`src/hw/sbh_pkg.sv`:
```
/*
 holds the shared constants and types of the system bus hold handover block.
 assumes a single 50 MHz clock; no software-visible registers exist.
*/
package sbh_pkg;
   // ----------------------------------------------------------------
   // cycle kinds requested by the internal core side
   // ----------------------------------------------------------------
   typedef enum logic [1:0] {
      SBH_CYC_MEM_RD,
      SBH_CYC_MEM_WR,
      SBH_CYC_IO_RD,
      SBH_CYC_IO_WR
   } sbh_cyc_t;

   // ----------------------------------------------------------------
   // timing
   // ----------------------------------------------------------------
   localparam int  SBH_CLK_MHZ      = 50;      // system clock rate
   localparam int  SBH_STROBE_NS    = 120;     // least command strobe width
   localparam int  SBH_STROBE_CYC   = (SBH_STROBE_NS * SBH_CLK_MHZ + 999) / 1000;
   localparam int  SBH_CNT_W        = 8;       // width of the strobe counter
   localparam logic SBH_LOW         = 1'b0;    // asserted level of _n lines
   localparam logic SBH_HIGH        = 1'b1;    // released level of _n lines
endpackage : sbh_pkg

```
`src/hw/sbh_bus_hold.sv`:
```
/*
 holds the bus command strobe engine and the hold/acknowledge handover logic.
 assumes external pins arrive asynchronously, core requests are on clk, and
 the pad ring or bench resolves wire levels from the output enables.
*/
//
// Overview of operation
// RL1 - drive memory read strobe, input under master
// RL2 - drive memory write strobe, input under master
// RL3 - wide targets pull feedback low open-collector
// RL4 - forced-wide chip select drives feedback low
// RL5 - master access internal/dram drives feedback low
// RL6 - ready low stretches our bus cycle
// RL7 - pull ready low for master internal accesses
// RL8 - master requests bus with hold high
// RL9 - master limits its own hold time
// RL10 - grant acknowledge driven low on handover
// RL11 - master drives address and strobes after grant
// RL12 - address enable low, high to float master
// RL13 - master floats addresses while enable high
// RL14 - upper byte enable becomes input under master
// RL15 - grant after cycle ends, hold until released
`timescale 1ns/1ps
`default_nettype none
module sbh_bus_hold
   import sbh_pkg::*;
#(
   parameter int STROBE_CYC = SBH_STROBE_CYC   // least strobe length in cycles
) (
   input  wire logic   clk,                    // system clock
   input  wire logic   reset,                  // synchronous, active high
   // core side request
   input  wire logic   cyc_req,                // start a cycle (level, held until done)
   input  wire logic [1:0] cyc_kind,           // sbh_cyc_t value
   input  wire logic   cyc_upper,              // access touches the upper byte
   input  wire logic   cyc_force16,            // chip select forces 16-bit width
   output logic        cyc_done,               // one-cycle pulse at cycle end
   output logic        cyc_wide,               // width seen at end of cycle
   // internal demand during a hold
   input  wire logic   int_target_hit,         // master decodes to our peripherals/dram
   input  wire logic   int_busy,               // internal side not ready for master
   input  wire logic   snoop_busy,             // cache snoop in progress
   input  wire logic   dram_need_addr,         // dram controller needs the address bus
   output logic        bus_owned_by_master,    // handover is in force
   // command strobes, three signals each
   input  wire logic   mem_read_cmd_n_i,
   output logic        mem_read_cmd_n_o,
   output logic        mem_read_cmd_n_oe,
   input  wire logic   mem_write_cmd_n_i,
   output logic        mem_write_cmd_n_o,
   output logic        mem_write_cmd_n_oe,
   input  wire logic   io_read_cmd_n_i,
   output logic        io_read_cmd_n_o,
   output logic        io_read_cmd_n_oe,
   input  wire logic   io_write_cmd_n_i,
   output logic        io_write_cmd_n_o,
   output logic        io_write_cmd_n_oe,
   input  wire logic   upper_byte_enable_n_i,
   output logic        upper_byte_enable_n_o,
   output logic        upper_byte_enable_n_oe,
   // open-drain feedback lines
   input  wire logic   wide_access_ack_n_i,
   output logic        wide_access_ack_n_o,
   output logic        wide_access_ack_n_oe,
   input  wire logic   ready_i,
   output logic        ready_o,
   output logic        ready_oe,
   // handover pins
   input  wire logic   hold_req,               // active high request from master
   output logic        bus_grant_ack_n,        // low while bus is granted
   output logic        master_addr_drive_ok_n  // low lets master drive addresses
);
   // ----------------------------------------------------------------
   // elaboration checks
   // ----------------------------------------------------------------
   if (STROBE_CYC < 1 || STROBE_CYC >= (1 << SBH_CNT_W)) begin : g_chk
      $error("STROBE_CYC out of range for counter");
   end

   typedef enum logic [2:0] {
      SBH_IDLE,          // bus free, own strobes idle
      SBH_STROBE,        // own command strobe active
      SBH_WAIT,          // minimum met, waiting for ready
      SBH_GRANTED        // master owns the bus
   } sbh_state_t;

   localparam logic [SBH_CNT_W-1:0] CNT_LAST = SBH_CNT_W'(STROBE_CYC - 1);
   localparam logic [SBH_CNT_W-1:0] CNT_ZERO = '0;

   sbh_state_t           state_q, state_d;     // main sequencer
   logic [SBH_CNT_W-1:0] cnt_q, cnt_d;         // strobe length counter
   logic [1:0]           kind_q;               // latched cycle kind
   logic                 upper_q;              // latched upper byte flag
   logic                 f16_q;                // latched forced-wide flag
   logic                 done_q, wide_q;       // answer flops
   logic                 grant_q;              // registered grant
   logic                 addr_ok_n_q;          // registered address enable
   logic                 wide_drv_q, rdy_drv_q;// open-drain pull-down requests
   logic [3:0]           cmd_n_q;              // {mem rd, mem wr, io rd, io wr}, low = on
   logic                 upper_n_q;            // upper byte enable, low = on
   logic                 drv_q;                // device drives the command lines
   logic                 grant_n_q;            // grant acknowledge pin level

   // synchronised pins: hold, ready, wide feedback, master strobes
   logic [6:0] pins_raw, pins_s;
   logic       hold_s, ready_s, wide_s, mrd_s, mwr_s, ird_s, iwr_s;

   assign pins_raw = {hold_req, ready_i, wide_access_ack_n_i, mem_read_cmd_n_i,
                      mem_write_cmd_n_i, io_read_cmd_n_i, io_write_cmd_n_i};
   assign {hold_s, ready_s, wide_s, mrd_s, mwr_s, ird_s, iwr_s} = pins_s;

   sbh_sync2 #(.WIDTH(7)) u_sync (
      .clk      (clk),
      .reset    (reset),
      .async_in (pins_raw),
      .rst_val  (7'h3f),           // hold idles low, the rest pulled up
      .sync_out (pins_s)
   );

   // ----------------------------------------------------------------
   // decode
   // ----------------------------------------------------------------
   // master is running a command cycle of its own
   wire master_cmd = !(mrd_s & mwr_s & ird_s & iwr_s);
   // master cycle aimed at our internal side
   wire master_int = (state_q == SBH_GRANTED) && master_cmd && int_target_hit;
   // strobe minimum elapsed
   wire cnt_end    = (cnt_q == CNT_LAST);
   // width at cycle end: forced-wide is ours, others sample the pin
   wire wide_now   = f16_q | !wide_s;

   // ----------------------------------------------------------------
   // next-state logic
   // ----------------------------------------------------------------
   always_comb begin
      state_d = state_q;
      cnt_d   = cnt_q;
      case (state_q)
         SBH_IDLE: begin
            // a pending hold wins over a new core cycle, since the bus is idle
            if (hold_s) begin
               state_d = SBH_GRANTED;                  // see RL15
            end else if (cyc_req) begin
               state_d = SBH_STROBE;
               cnt_d   = CNT_ZERO;
            end
         end
         SBH_STROBE: begin
            cnt_d = cnt_q + SBH_CNT_W'(1);
            if (cnt_end) begin
               state_d = SBH_WAIT;
            end
         end
         SBH_WAIT: begin
            // target holds ready low to add wait states
            if (ready_s) begin
               state_d = SBH_IDLE;                     // see RL6
            end
         end
         SBH_GRANTED: begin
            // release only when the master drops its request
            if (!hold_s) begin
               state_d = SBH_IDLE;                     // see RL15
            end
         end
         default: state_d = SBH_IDLE;
      endcase
   end

   wire end_cycle = (state_q == SBH_WAIT) && ready_s;
   wire start_cyc = (state_q == SBH_IDLE) && !hold_s && cyc_req;

   // next values of the pin flops; a new cycle uses the request, not the stale latch
   wire       strobe_d = (state_d == SBH_STROBE) || (state_d == SBH_WAIT);
   wire [1:0] kind_d   = start_cyc ? cyc_kind : kind_q;
   wire       upper_d  = start_cyc ? cyc_upper : upper_q;

   // active-low strobe pattern for one cycle kind
   function automatic logic [3:0] cmd_low(input logic [1:0] k);
      return ~(4'b1000 >> k);
   endfunction

   // ----------------------------------------------------------------
   // sequencer and latched request
   // ----------------------------------------------------------------
   always_ff @(posedge clk) begin
      if (reset) begin
         state_q <= SBH_IDLE;
         cnt_q   <= CNT_ZERO;
         kind_q  <= 2'h0;
         upper_q <= 1'b0;
         f16_q   <= 1'b0;
      end else begin
         state_q <= state_d;
         cnt_q   <= cnt_d;
         if (start_cyc) begin
            kind_q  <= cyc_kind;
            upper_q <= cyc_upper;
            f16_q   <= cyc_force16;
         end
      end
   end

   // ----------------------------------------------------------------
   // output flops: strobes, answers, handover pins
   // ----------------------------------------------------------------
   always_ff @(posedge clk) begin
      if (reset) begin
         cmd_n_q     <= {4{SBH_HIGH}};
         upper_n_q   <= SBH_HIGH;
         drv_q       <= 1'b1;
         grant_n_q   <= SBH_HIGH;
         done_q      <= 1'b0;
         wide_q      <= 1'b0;
         grant_q     <= 1'b0;
         addr_ok_n_q <= SBH_LOW;
         wide_drv_q  <= 1'b0;
         rdy_drv_q   <= 1'b0;
      end else begin
         cmd_n_q     <= strobe_d ? cmd_low(kind_d) : {4{SBH_HIGH}};   // see RL1, RL2
         upper_n_q   <= !(strobe_d && upper_d);                       // see RL14
         // strobes turn into inputs while the master owns the bus
         drv_q       <= (state_d != SBH_GRANTED);                     // see RL14
         grant_n_q   <= (state_d == SBH_GRANTED) ? SBH_LOW : SBH_HIGH; // see RL10
         done_q      <= end_cycle;
         wide_q      <= end_cycle ? wide_now : wide_q;
         grant_q     <= (state_d == SBH_GRANTED);                   // see RL10
         // float the master only while granted and dram needs the bus
         addr_ok_n_q <= (state_d == SBH_GRANTED && dram_need_addr)
                        ? SBH_HIGH : SBH_LOW;                       // see RL12
         // own forced-wide cycles, or master hitting internal targets
         wide_drv_q  <= (((state_d == SBH_STROBE) || (state_d == SBH_WAIT))
                         && (start_cyc ? cyc_force16 : f16_q))      // see RL4
                        || master_int;                              // see RL5
         // stretch the master while the internal side or a snoop is busy
         rdy_drv_q   <= (state_q == SBH_GRANTED)
                        && ((master_int && int_busy) || snoop_busy);// see RL7
      end
   end

   // ----------------------------------------------------------------
   // pin drive; strobes become inputs while granted
   // ----------------------------------------------------------------
   assign mem_read_cmd_n_o      = cmd_n_q[3];                       // see RL1
   assign mem_read_cmd_n_oe     = drv_q;                            // see RL1
   assign mem_write_cmd_n_o     = cmd_n_q[2];                       // see RL2
   assign mem_write_cmd_n_oe    = drv_q;                            // see RL2
   assign io_read_cmd_n_o       = cmd_n_q[1];
   assign io_read_cmd_n_oe      = drv_q;
   assign io_write_cmd_n_o      = cmd_n_q[0];
   assign io_write_cmd_n_oe     = drv_q;
   assign upper_byte_enable_n_o = upper_n_q;
   assign upper_byte_enable_n_oe = drv_q;                           // see RL14
   // open drain: drive low only, a pull-up makes the high (wide targets: see RL3)
   assign wide_access_ack_n_o   = SBH_LOW;
   assign wide_access_ack_n_oe  = wide_drv_q;
   assign ready_o               = SBH_LOW;
   assign ready_oe              = rdy_drv_q;
   assign bus_grant_ack_n       = grant_n_q;
   assign master_addr_drive_ok_n = addr_ok_n_q;                     // see RL13
   assign bus_owned_by_master   = grant_q;
   assign cyc_done              = done_q;
   assign cyc_wide              = wide_q;
endmodule // sbh_bus_hold
`default_nettype wire

```
`src/hw/sbh_sync2.sv`:
```
/*
 holds a two flip-flop synchroniser for a bundle of asynchronous pin levels.
 assumes the inputs change no faster than the clock can follow.
*/
`timescale 1ns/1ps
`default_nettype none
module sbh_sync2 #(
   parameter int WIDTH = 1                 // number of levels carried
) (
   input  wire logic             clk,      // system clock
   input  wire logic             reset,    // synchronous, active high
   input  wire logic [WIDTH-1:0] async_in, // raw pin levels
   input  wire logic [WIDTH-1:0] rst_val,  // idle level of each pin
   output logic      [WIDTH-1:0] sync_out  // levels safe to read
);
   logic [WIDTH-1:0] meta_q;               // first stage, read only by stage two
   logic [WIDTH-1:0] sync_q;               // second stage

   // ----------------------------------------------------------------
   // two stages; reset loads rst_val, the idle level of each pin
   // ----------------------------------------------------------------
   always_ff @(posedge clk) begin
      if (reset) begin
         meta_q <= rst_val;
         sync_q <= rst_val;
      end else begin
         meta_q <= async_in;
         sync_q <= meta_q;
      end
   end

   assign sync_out = sync_q;
endmodule // sbh_sync2
`default_nettype wire

```
`config.mk`:
```
export PLATFORM = sky130hd
export DESIGN_NAME = sbh_bus_hold
export DESIGN_NICKNAME = d
export VERILOG_FILES = /design/src/hw/sbh_pkg.sv /design/src/hw/sbh_bus_hold.sv /design/src/hw/sbh_sync2.sv
export SDC_FILE = /design/constraint.sdc
export NUM_CORES = 1
export LEC_CHECK = 0
export ABC_AREA = 1
export BUFFER_PORTS_ARGS = -buffer_cell sky130_fd_sc_hd__buf_2
export CORE_MARGIN = 2
export CORE_UTILIZATION = 24
export CTS_BUF_LIST = sky130_fd_sc_hd__clkbuf_8
export DETAILED_ROUTE_END_ITERATION = 8
export PLACE_DENSITY = 0.54
export SLEW_MARGIN = 20
export SYNTH_ARGS = -nofsm -noshare
export SYNTH_HDL_FRONTEND = slang
export SYNTH_SLANG_ARGS = --single-unit
```
`constraint.sdc`:
```
create_clock -name clk -period 2.3 [get_ports clk]
set_clock_uncertainty 0.15 [all_clocks]
set_input_delay 0.46 -clock clk [delete_from_list [all_inputs] [get_ports clk]]
set_output_delay 0.46 -clock clk [all_outputs]
set_load 0.02 [all_outputs]
```
==> results of run 1 <==
==> cell usage in the layout, fill, tap and decap left out, drive strengths merged <==
master	netlist	final
ha	2	2
a21oi	8	8
inv	30	30
xor2	1	1
bufinv	0	1
nand2	37	37
conb	1	3
a211oi	1	1
buf	7	34
a31oi	1	1
clkbuf	3	5
nor3b	3	3
clkinv	0	1
or2	14	14
o21ai	7	7
nor2	20	20
nor3	5	5
dfxtp	41	41
nand4	8	8
nand3	15	15
==> synthesized netlist by cell type <==
cell type / number
nor2_2: 4
nand3_1: 14
xor2_1: 1
nand2_4: 2
nor2_1: 15
a31oi_1: 1
nand2_2: 5
dfxtp_1: 41
ha_1: 2
a21oi_1: 7
or2_2: 14
nor3_1: 5
clkbuf_1: 3
a211oi_1: 1
nand4_1: 8
nor3b_1: 3
nand3_4: 1
o21ai_0: 4
o21ai_2: 3
a21oi_4: 1
conb_1: 1
inv_1: 25
nor2_4: 1
inv_2: 5
nand2_1: 30
buf_4: 7
==> layer usage <==
layer | vias to the layer above | wire (um) | track usage (%)
met5 | - | 0 | 0
met4 | 0 | 10 | 2.10
met3 | 2 | 139 | 2.83
met2 | 28 | 1310 | 12.6
met1 | 573 | 1440 | 10.6
li1 | 699 | - | -
==> sequential cells by signal (all words and copies together) (netlist names), 2 cells and up <==
| register | flops |
|---|---|
| cnt_q | 8 |
| u_sync.meta_q | 7 |
| u_sync.sync_out | 7 |
| cmd_n_q | 4 |
| state_q | 3 |
| kind_q | 2 |
==> per-stage QoR <==
stage | util [%] | cell area, um2
final | 29.7 | 2020
after global routing | 29.7 | 2020
after CTS | 29.7 | 2020
after detailed placement | 28.1 | 1910
after global placement | 28.1 | 1910
after floorplan | - | 1690
==> cell families after synthesis <==
kind of cell               after synthesis  synth area share (%)
AOI/OAI and AO/OA                       17                  6.64
DFF                                     41                  48.9
xor gates and xnor gates                 1                 0.522
other                                    1                 0.223
and+or+nand+nor                        102                  31.7
buffers and inverters                   40                  10.5
adders and majority gates                2                  1.49
==> area by class of cell <==
cell class | count | area [um2]
fill | 752 | 4780
sequential | 41 | 821
multi-input combinational | 125 | 688
timing repair buffer | 34 | 170
tap | 96 | 120
inverter | 30 | 113
clock buffer | 5 | 68.8
clock inverter | 2 | 35.0
==> final timing paths <==
kind         slack [ns]              endpoint
max                0.79  wide_access_ack_n_oe
min reg2reg        0.26    u_sync.sync_out[6]
min                0.21      u_sync.meta_q[4]
max reg2reg        0.79  wide_access_ack_n_oe
==> power breakdown <==
part	internal, mW	switching, mW	leakage, nW
clock	0.315	0.225	0.0540
sequential	0.734	0.0105	0.336
combinational	0.0432	0.0743	0.475
==> run_results.csv, run 1 <==
group,metric,value,unit
outcome,outcome,"completed",
detailed_routing,routed_wirelength,2.90,mm
worst_setup_path,cp_cell_sequence,"inv_2 > nand4_1 > nand2_1 > inv_2 > nand3_1 > nand2_2 > nand2_4 > nand2_2 > nand2_2",
floorplanning,core_area,6790,um2
pwr,finalPower,1.40,mW
cts,worstSkewPairLatency,0.28,ns
min_path,type_of_the_worst_min_delay_path,"input port to register",
place,place.detailed.instances,326,
finish,nets,258,
timing,setup_tns,0,ns
worst_setup_path,critPathSlowestCell,"dfxtp_1",
detailed_routing,routedWlPerCell,8.70,um
grt,grt_remaining_overflow,0,
worst_setup_path,cp-startpoint,"state_q[0]",
floorplanning,ioPinCount,38,
floorplanning,start_util,24.7,%
worst_setup_path,timing_worst_setup_path_type,"register to register",
place,rd_place_congestion,0.797,
grt,track_usage,8.04,%
timing,final.hold.worst_slack,0.207,ns
worst_setup_path,worstSetupEndpointType,"register",
timing,slew_headroom,62.4,%
floorplanning,die_area,7680,um2
worst_setup_path,cell_depth_of_the_worst_flop_to_flop_path,9,
synthesis,synth_cells,204,
worst_setup_path,critical_path.top_delay_family,"simple AND/OR/NAND/NOR gates",
finish,areaGrowthSynthToFinish,20.1,%
floorplanning,floorplan.rows,30,
timing,max_slew.worst_pin.slew,0.564,ns
cts,clkSinkCount,41,
worst_setup_path,worst-path-buf-inv,2,
grt,grt_antenna_before_repair,0,
synthesis,postSynthAreaPerCell,8.22,um2
timing,maxClockFrequency,0.661,GHz
cts,cts_setup_buffers,0,
timing,final_critical_path_setup_slack,0.787,ns
min_path,hold_path_depth,2,
synthesis,synth.ff_latch_count,41,
timing,setup_violations,0,
timing,finalMaxSlewViolations,0,
cts,path_clk_slew,0.07,ns
worst_setup_path,cp_max_fo,8,
detailed_routing,detail-route-antenna-nets,0,
detailed_routing,dr.pass1.iters,4,
min_path,worstHoldStart,"wide_access_ack_n_i",
detailed_routing,drt-initial-drc-count,44,
finish,post_layout_nonfiller_instances,333,
grt,first_global_vias,1106,
detailed_routing,num_vias,1302,
pwr,power.ir.vdd_worst,0.363,mV
cts,tritoncts,"built",
worst_setup_path,timing.critical_path.depth,9,
worst_setup_path,critical_path.most_common_cell,"nand2_2",
finish,insertedDiodeCount,0,
place,buffer_ports.inserted,34,
timing,final_min_period_over_clock_period,65.8,%
grt,grt_max_degree,32,
floorplanning,die-height,87.6,um
cts,cts_resized,0,
cts,ctsLongestPathBuffers,2,
detailed_routing,drc,0,
cts,cts-root-buf,"clkbuf_8",
synthesis,synth.lib_cells_used.distinct,26,
finish,layout-drive-gt1-share,32.5,%
pwr,power_per_cell_area,695,nW/um2
worst_setup_path,arrival,1.55,ns
worst_setup_path,critical_path.reg2reg.startpoint,"state_q[0]",
timing,finalWorstPathRequiredPeriod,1.51,ns
worst_setup_path,critical-path-max-stage-delay,0.46,ns
timing,hold_viol_final,0,
cts,post_cts_hold_buffer_count,0,
run,timing.max_cap.violations,0,
timing,unrepaired_setup_endpoints_after_global_routing,"false",
synthesis,cells_taking_the_most_area_after_synthesis,"dfxtp_1, nand2_1, inv_1",
grt,grt_pass1_wl,4.89,mm
synthesis,synth_area,1680,um2
floorplanning,chipWidth,87.6,um
synthesis,yosysTopAreaCell,"dfxtp_1",
worst_setup_path,worstSetupStartpointType,"register",
cts,h_tree_levels,2,
pwr,p_leak,0.864,nW
detailed_routing,via_per_inst,3.91,
place,preCtsSetupSlack,0.657,ns
place,post-dp-hpwl,2.19,mm
cts,tritoncts.num_buffers,5,
synthesis,ys_warn_count,0,
synthesis,synth_seq_area_share,48.9,%
synthesis,synth_top_cell_area_share,48.9,%
worst_setup_path,timing.critical_path.required,2.33,ns
(Power assumes the default switching activity.)
==> run 2: changes to the inputs <==
==> constraint.sdc (replaced) <==
create_clock -name clk -period 1.47 [get_ports clk]
set_clock_uncertainty 0.15 [all_clocks]
set_input_delay 0.294 -clock clk [delete_from_list [all_inputs] [get_ports clk]]
set_output_delay 0.294 -clock clk [all_outputs]
set_load 0.02 [all_outputs]
==> run 2 against run 1 <==
Global-route usage rose by 0.61 points. Hold slack got worse by 0.17 ns. Critical path depth shrank 3. Highest routed layer unchanged.
==> run_results.csv, run 2 (same netlist as run 1, synthesis figures left out) <==
group,metric,value,unit
place,buffer_ports.inserted,34,
cts,cts-root-buf,"clkbuf_8",
grt,grt_remaining_overflow,0,
finish,largest_register_ffs,8,
timing,final_critical_path_setup_slack,0.0521,ns
detailed_routing,drc,0,
floorplanning,ioPinCount,38,
worst_setup_path,worstSetupEndpointType,"register",
finish,final_cell_area,2210,um2
worst_setup_path,setup.reg_to_reg.worst_slack,0.05,ns
run,timing.max_cap.violations,0,
finish,fin_util,32.5,%
detailed_routing,wl_met1,1.54,mm
timing,hold_viol_final,0,
grt,grt_antenna_before_repair,0,
worst_setup_path,cp_cell_sequence,"nor2_4 > nand3_4 > o21ai_2 > inv_2 > nor2_1 > nand3_2",
cts,tritoncts,"built",
worst_setup_path,worstReg2RegEnd,"cmd_n_q[3]",
place,post-dp-hpwl,2.37,mm
timing,setup_violations,0,
finish,nets,270,
place,dpl-instance-area,2010,um2
timing,finalWorstPathRequiredPeriod,1.42,ns
floorplanning,floorplan.rows,30,
place,preCtsSetupSlack,0.00514,ns
worst_setup_path,cp-startpoint,"state_q[1]",
pwr,p_leak,0.949,nW
cts,h_tree_levels,2,
detailed_routing,routed_wirelength,3.20,mm
cts,post_cts_hold_buffer_count,0,
worst_setup_path,worst-path-buf-inv,1,
cts,worstSkewPairLatency,0.28,ns
finish,largest-register,"cnt_q",
timing,finalMaxSlewViolations,0,
min_path,type_of_the_worst_min_delay_path,"input port to register",
place,rd_place_congestion,0.784,
detailed_routing,met3_wirelength,164,um
finish,areaGrowthSynthToFinish,31.8,%
timing,maxClockFrequency,0.705,GHz
worst_setup_path,timing_worst_setup_path_type,"register to register",
timing,setup_tns,0,ns
floorplanning,die-height,87.6,um
pwr,finalPower,2.25,mW
timing,unrepaired_setup_endpoints_after_global_routing,"true",
detailed_routing,maxUsedRoutingLayer,"met4",
worst_setup_path,arrival,1.44,ns
place,place.detailed.instances,337,
worst_setup_path,timing.critical_path.depth,6,
worst_setup_path,cell_depth_of_the_worst_flop_to_flop_path,6,
grt,first_global_vias,1226,
grt,track_usage,8.65,%
finish,final_cell_mix,"buf_2, dfxtp_1, nand2_1",
cts,ctsLongestPathBuffers,2,
detailed_routing,routedWlPerCell,9.28,um
detailed_routing,detail-route-antenna-nets,0,
floorplanning,chipWidth,87.6,um
floorplanning,start_util,24.7,%
detailed_routing,wl_met2,1.47,mm
pwr,power.ir.vdd_worst,0.441,mV
worst_setup_path,timing.critical_path.required,1.49,ns
floorplanning,die_area,7680,um2
grt,grt_max_degree,19,
detailed_routing,via_per_inst,3.92,
floorplanning,core_area,6790,um2
finish,layout-drive-gt1-share,46.2,%
worst_setup_path,cp_max_fo,6,
worst_setup_path,critical_path.top_delay_family,"simple AND/OR/NAND/NOR gates",
cts,tritoncts.num_buffers,5,
finish,num-fill-cells,731,
worst_setup_path,critical_path.reg2reg.startpoint,"state_q[1]",
pwr,power_per_cell_area,1020,nW/um2
finish,post_layout_nonfiller_instances,345,
cts,clkSinkCount,41,
finish,layout_commonest_cell,"buf_2",
worst_setup_path,timing_endpoint_of_the_critical_path,"cmd_n_q[3]",
timing,final_min_period_over_clock_period,96.5,%
finish,insertedDiodeCount,0,
outcome,outcome,"completed",
worst_setup_path,critPathSlowestCell,"dfxtp_2",
cts,path_clk_slew,0.08,ns
worst_setup_path,critical-path-max-stage-delay,0.34,ns
worst_setup_path,worstSetupStartpointType,"register",
grt,grt_pass1_wl,5.19,mm
timing,final.hold.worst_slack,0.0356,ns
detailed_routing,num_vias,1354,
detailed_routing,drt-initial-drc-count,58,
detailed_routing,dr.pass1.iters,5,
## run 2: repair_timing
item	4_1_cts	5_1_grt
gates resized for setup	0	31
buffers inserted	0	1
endpoints found under the setup margin	0	6
## run 2: final cells by class
| class | count | area, um2 | share of cell area (%) |
|---|---|---|---|
| Clock buffer | 5 | 68.8 | 3.11 |
| Clock inverter | 2 | 35.0 | 1.58 |
| Inverter | 30 | 115 | 5.21 |
| Multi-Input combinational cell | 125 | 768 | 34.7 |
| Sequential cell | 41 | 831 | 37.6 |
| Tap cell | 96 | 120 | 5.43 |
| Timing Repair Buffer | 46 | 273 | 12.3 |
## run 2: worst min path at each step
stage | to | startpoint | depth (start not counted)
after CTS | u_sync.meta_q[4] | wide_access_ack_n_i | 2
after floorplan | u_sync.sync_out[6] | u_sync.meta_q[6] | 2
after detailed placement | u_sync.sync_out[6] | u_sync.meta_q[6] | 2
after global placement | u_sync.sync_out[1] | u_sync.meta_q[1] | 1
final | u_sync.meta_q[1] | io_read_cmd_n_i | 2
after global routing | u_sync.meta_q[2] | mem_write_cmd_n_i | 2
## run 2: per-layer routing
layer	vias to the layer above	global-route usage, %
met5	-	0
met3	4	3.30
met4	0	2.94
li1	724	-
met1	591	10.9
met2	35	13.6
## run 2: worst register-to-register path: cells and delay by family (launching register included)
kind	cells	cell delay (ns)
simple gates	4	0.55
flops	1	0.34
compound gates	1	0.21
buf+inv	1	0.06
## run 2: report_power, final
group,internal [mW],switching (mW)
Sequential,1.15,0.0164
Combinational,0.0894,0.132
Clock,0.493,0.365
==> run 3: changes to the inputs <==
--- a/config.mk
+++ b/config.mk
@@ -7,11 +7,11 @@
 export LEC_CHECK = 0
 export ABC_AREA = 1
 export BUFFER_PORTS_ARGS = -buffer_cell sky130_fd_sc_hd__buf_2
-export CORE_MARGIN = 2
-export CORE_UTILIZATION = 24
+export CORE_MARGIN = 8
+export CORE_UTILIZATION = 55
 export CTS_BUF_LIST = sky130_fd_sc_hd__clkbuf_8
 export DETAILED_ROUTE_END_ITERATION = 8
-export PLACE_DENSITY = 0.54
+export PLACE_DENSITY = 0.93
 export SLEW_MARGIN = 20
 export SYNTH_ARGS = -nofsm -noshare
 export SYNTH_HDL_FRONTEND = slang
==> constraint.sdc (replaced) <==
create_clock -name clk -period 1.6 [get_ports clk]
set_clock_uncertainty 0.15 [all_clocks]
set_input_delay 0.32 -clock clk [delete_from_list [all_inputs] [get_ports clk]]
set_output_delay 0.32 -clock clk [all_outputs]
set_load 0.02 [all_outputs]
==> run 3 against run 2 <==
Flip-flop and latch count unchanged. Total power decreased by 9.0%. Global-route usage increased by 6.3 points. Utilization increased by 34 points. Hold slack improved by 0.017 ns. Critical path depth increased by 5. Via count increased by 4.7%. Sequential power decreased by 9%. Largest cell class unchanged. Highest routed layer unchanged.
==> run_results.csv, run 3 (same netlist as run 1, synthesis figures left out) <==
group,metric,value,unit
finish,largest-register,"cnt_q",
pwr,power.ir.vdd_worst,0.567,mV
cts,ctsLongestPathBuffers,2,
worst_setup_path,critPathSlowestCell,"dfxtp_4",
worst_setup_path,arrival,1.56,ns
grt,grt.busiest_layer,"met2",
detailed_routing,routed_wirelength,3.61,mm
worst_setup_path,worstSetupEndpointType,"register",
finish,final_cell_mix,"dfxtp_1, buf_2, nand2_1",
finish,area_of_combinational_cells_with_multiple_inputs,696,um2
grt,grt_pass1_wl,5.94,mm
cts,clkSinkCount,41,
pwr,finalPower,2.04,mW
place,buffer_ports.inserted,34,
grt,grt_use_met1,14.2,%
pwr,pwr-share-seq,52.4,%
floorplanning,start_util,56.3,%
min_path,worstHoldStart,"mem_write_cmd_n_i",
min_path,type_of_the_worst_min_delay_path,"input port to register",
finish,num-fill-cells,237,
floorplanning,die-height,71.2,um
pwr,p_int,1.57,mW
worst_setup_path,critical_path.reg2reg.startpoint,"cnt_q[1]",
finish,insertedDiodeCount,0,
timing,final_critical_path_setup_slack,0.0875,ns
detailed_routing,dr.pass1.iters,4,
worst_setup_path,critical_path.most_common_cell,"nand2_2",
floorplanning,core_area,2980,um2
worst_setup_path,timing_endpoint_of_the_critical_path,"wide_access_ack_n_oe",
finish,ff_latch_area,826,um2
detailed_routing,drc,0,
grt,met3_usage,4.46,%
detailed_routing,via_per_inst,5.17,
worst_setup_path,critical_path.top_delay_family,"simple AND/OR/NAND/NOR gates",
grt,track_usage,15.0,%
timing,maxClockFrequency,0.661,GHz
floorplanning,floorplan.rows,20,
pwr,power.clock.fraction,38.7,%
finish,areaGrowthSynthToFinish,18.1,%
finish,layout-drive-gt1-share,35.3,%
worst_setup_path,cp_cell_sequence,"inv_1 > ha_1 > inv_1 > nor2_2 > nand2_1 > nor2_1 > nor2_2 > nand2_2 > nand2_4 > nand2_2 > nand2_2",
floorplanning,chipWidth,71.2,um
grt,grt_use_met2,25.9,%
timing,finalWorstPathRequiredPeriod,1.51,ns
worst_setup_path,cell_depth_of_the_worst_flop_to_flop_path,11,
worst_setup_path,setup.reg_to_reg.worst_slack,0.09,ns
detailed_routing,num_vias,1417,
place,rd_place_congestion,0.790,
grt,first_global_vias,1451,
run,timing.max_cap.violations,0,
detailed_routing,drt-initial-drc-count,170,
cts,h_tree_levels,2,
pwr,combinationalPowerShare,9.0,%
grt,grt_remaining_overflow,0,
worst_setup_path,cp_max_fo,6,
cts,worstSkewPairLatency,0.29,ns
finish,fin_util,66.6,%
pwr,p_leak,0.887,nW
finish,final_cell_area,1980,um2
pwr,power.net_switching,0.469,mW
timing,final.hold.worst_slack,0.0528,ns
finish,nets,262,
detailed_routing,detail-route-antenna-nets,0,
cts,tritoncts.num_buffers,5,
cts,cts-root-buf,"clkbuf_8",
place,preCtsSetupSlack,0.0793,ns
timing,hold_viol_final,0,
finish,post_layout_nonfiller_instances,274,
cts,post_cts_hold_buffer_count,0,
pwr,power_per_cell_area,1030,nW/um2
worst_setup_path,cp-startpoint,"cnt_q[1]",
grt,grt_max_degree,15,
grt,grt_antenna_before_repair,0,
worst_setup_path,timing.critical_path.required,1.64,ns
timing,final_min_period_over_clock_period,94.5,%
timing,setup_violations,0,
timing,finalMaxSlewViolations,0,
cts,tritoncts,"built",
worst_setup_path,worst-path-buf-inv,2,
place,dpl-instance-area,1850,um2
detailed_routing,routedWlPerCell,13.2,um
worst_setup_path,worstSetupStartpointType,"register",
floorplanning,ioPinCount,38,
place,place.detailed.instances,265,
worst_setup_path,worstReg2RegEnd,"wide_access_ack_n_oe",
timing,setup_tns,0,ns
floorplanning,die_area,5070,um2
worst_setup_path,timing_worst_setup_path_type,"register to register",
cts,path_clk_slew,0.07,ns
outcome,outcome,"completed",
finish,largest_register_ffs,8,
finish,layout_commonest_cell,"dfxtp_1",
worst_setup_path,timing.critical_path.depth,11,
worst_setup_path,critical-path-max-stage-delay,0.36,ns
pwr,p_sw_share,23.0,%
place,post-dp-hpwl,2.55,mm
-- run 3: power groups by stage --
stage	clock, mW	sequential [mW]	combinational [mW]
after floorplan	0	1.10	0.119
after global placement	0	1.09	0.169
after detailed placement	0	1.09	0.175
after CTS	0.802	1.07	0.177
after global routing	0.847	1.07	0.203
final	0.790	1.07	0.183
-- run 3: metal layers --
metal  up-vias  share of wire, %
met2        61                51
li1        699                 -
met5         -                 0
met1       637                38
met3        20               5.7
met4         0               4.8
-- run 3: final cells by class --
cell class                      count  area share (%)
Sequential cell                    41            41.7
Multi-Input combinational cell    125            35.1
Timing Repair Buffer               38            10.1
Inverter                           30            5.81
Clock buffer                        5            3.47
Tap cell                           33            2.08
Clock inverter                      2            1.77
-- run 3: worst reg2reg max path, cell delays in order (launching register included) --
cell	delay (ns)
dfxtp_4	0.36
inv_1	0.05
ha_1	0.13
inv_1	0.05
nor2_2	0.11
nand2_1	0.08
nor2_1	0.16
nor2_2	0.07
nand2_2	0.08
nand2_4	0.07
nand2_2	0.06
nand2_2	0.04
-- run 3: worst min path at each step --
stage / to / depth (start not counted) / slack, ns
2_1_floorplan: u_sync.sync_out[6] / 2 / 0.24
3_3_place_gp: u_sync.sync_out[1] / 1 / 0.24
3_5_place_dp: u_sync.sync_out[6] / 2 / 0.25
4_1_cts: u_sync.meta_q[2] / 2 / 0.05
5_1_grt: u_sync.meta_q[0] / 2 / 0.05
6_report: u_sync.meta_q[2] / 2 / 0.05
-- run 3: timing repair --
action,in CTS,in global routing
endpoints found under the setup margin,0,6
buffers inserted,0,2
resized for setup,0,6
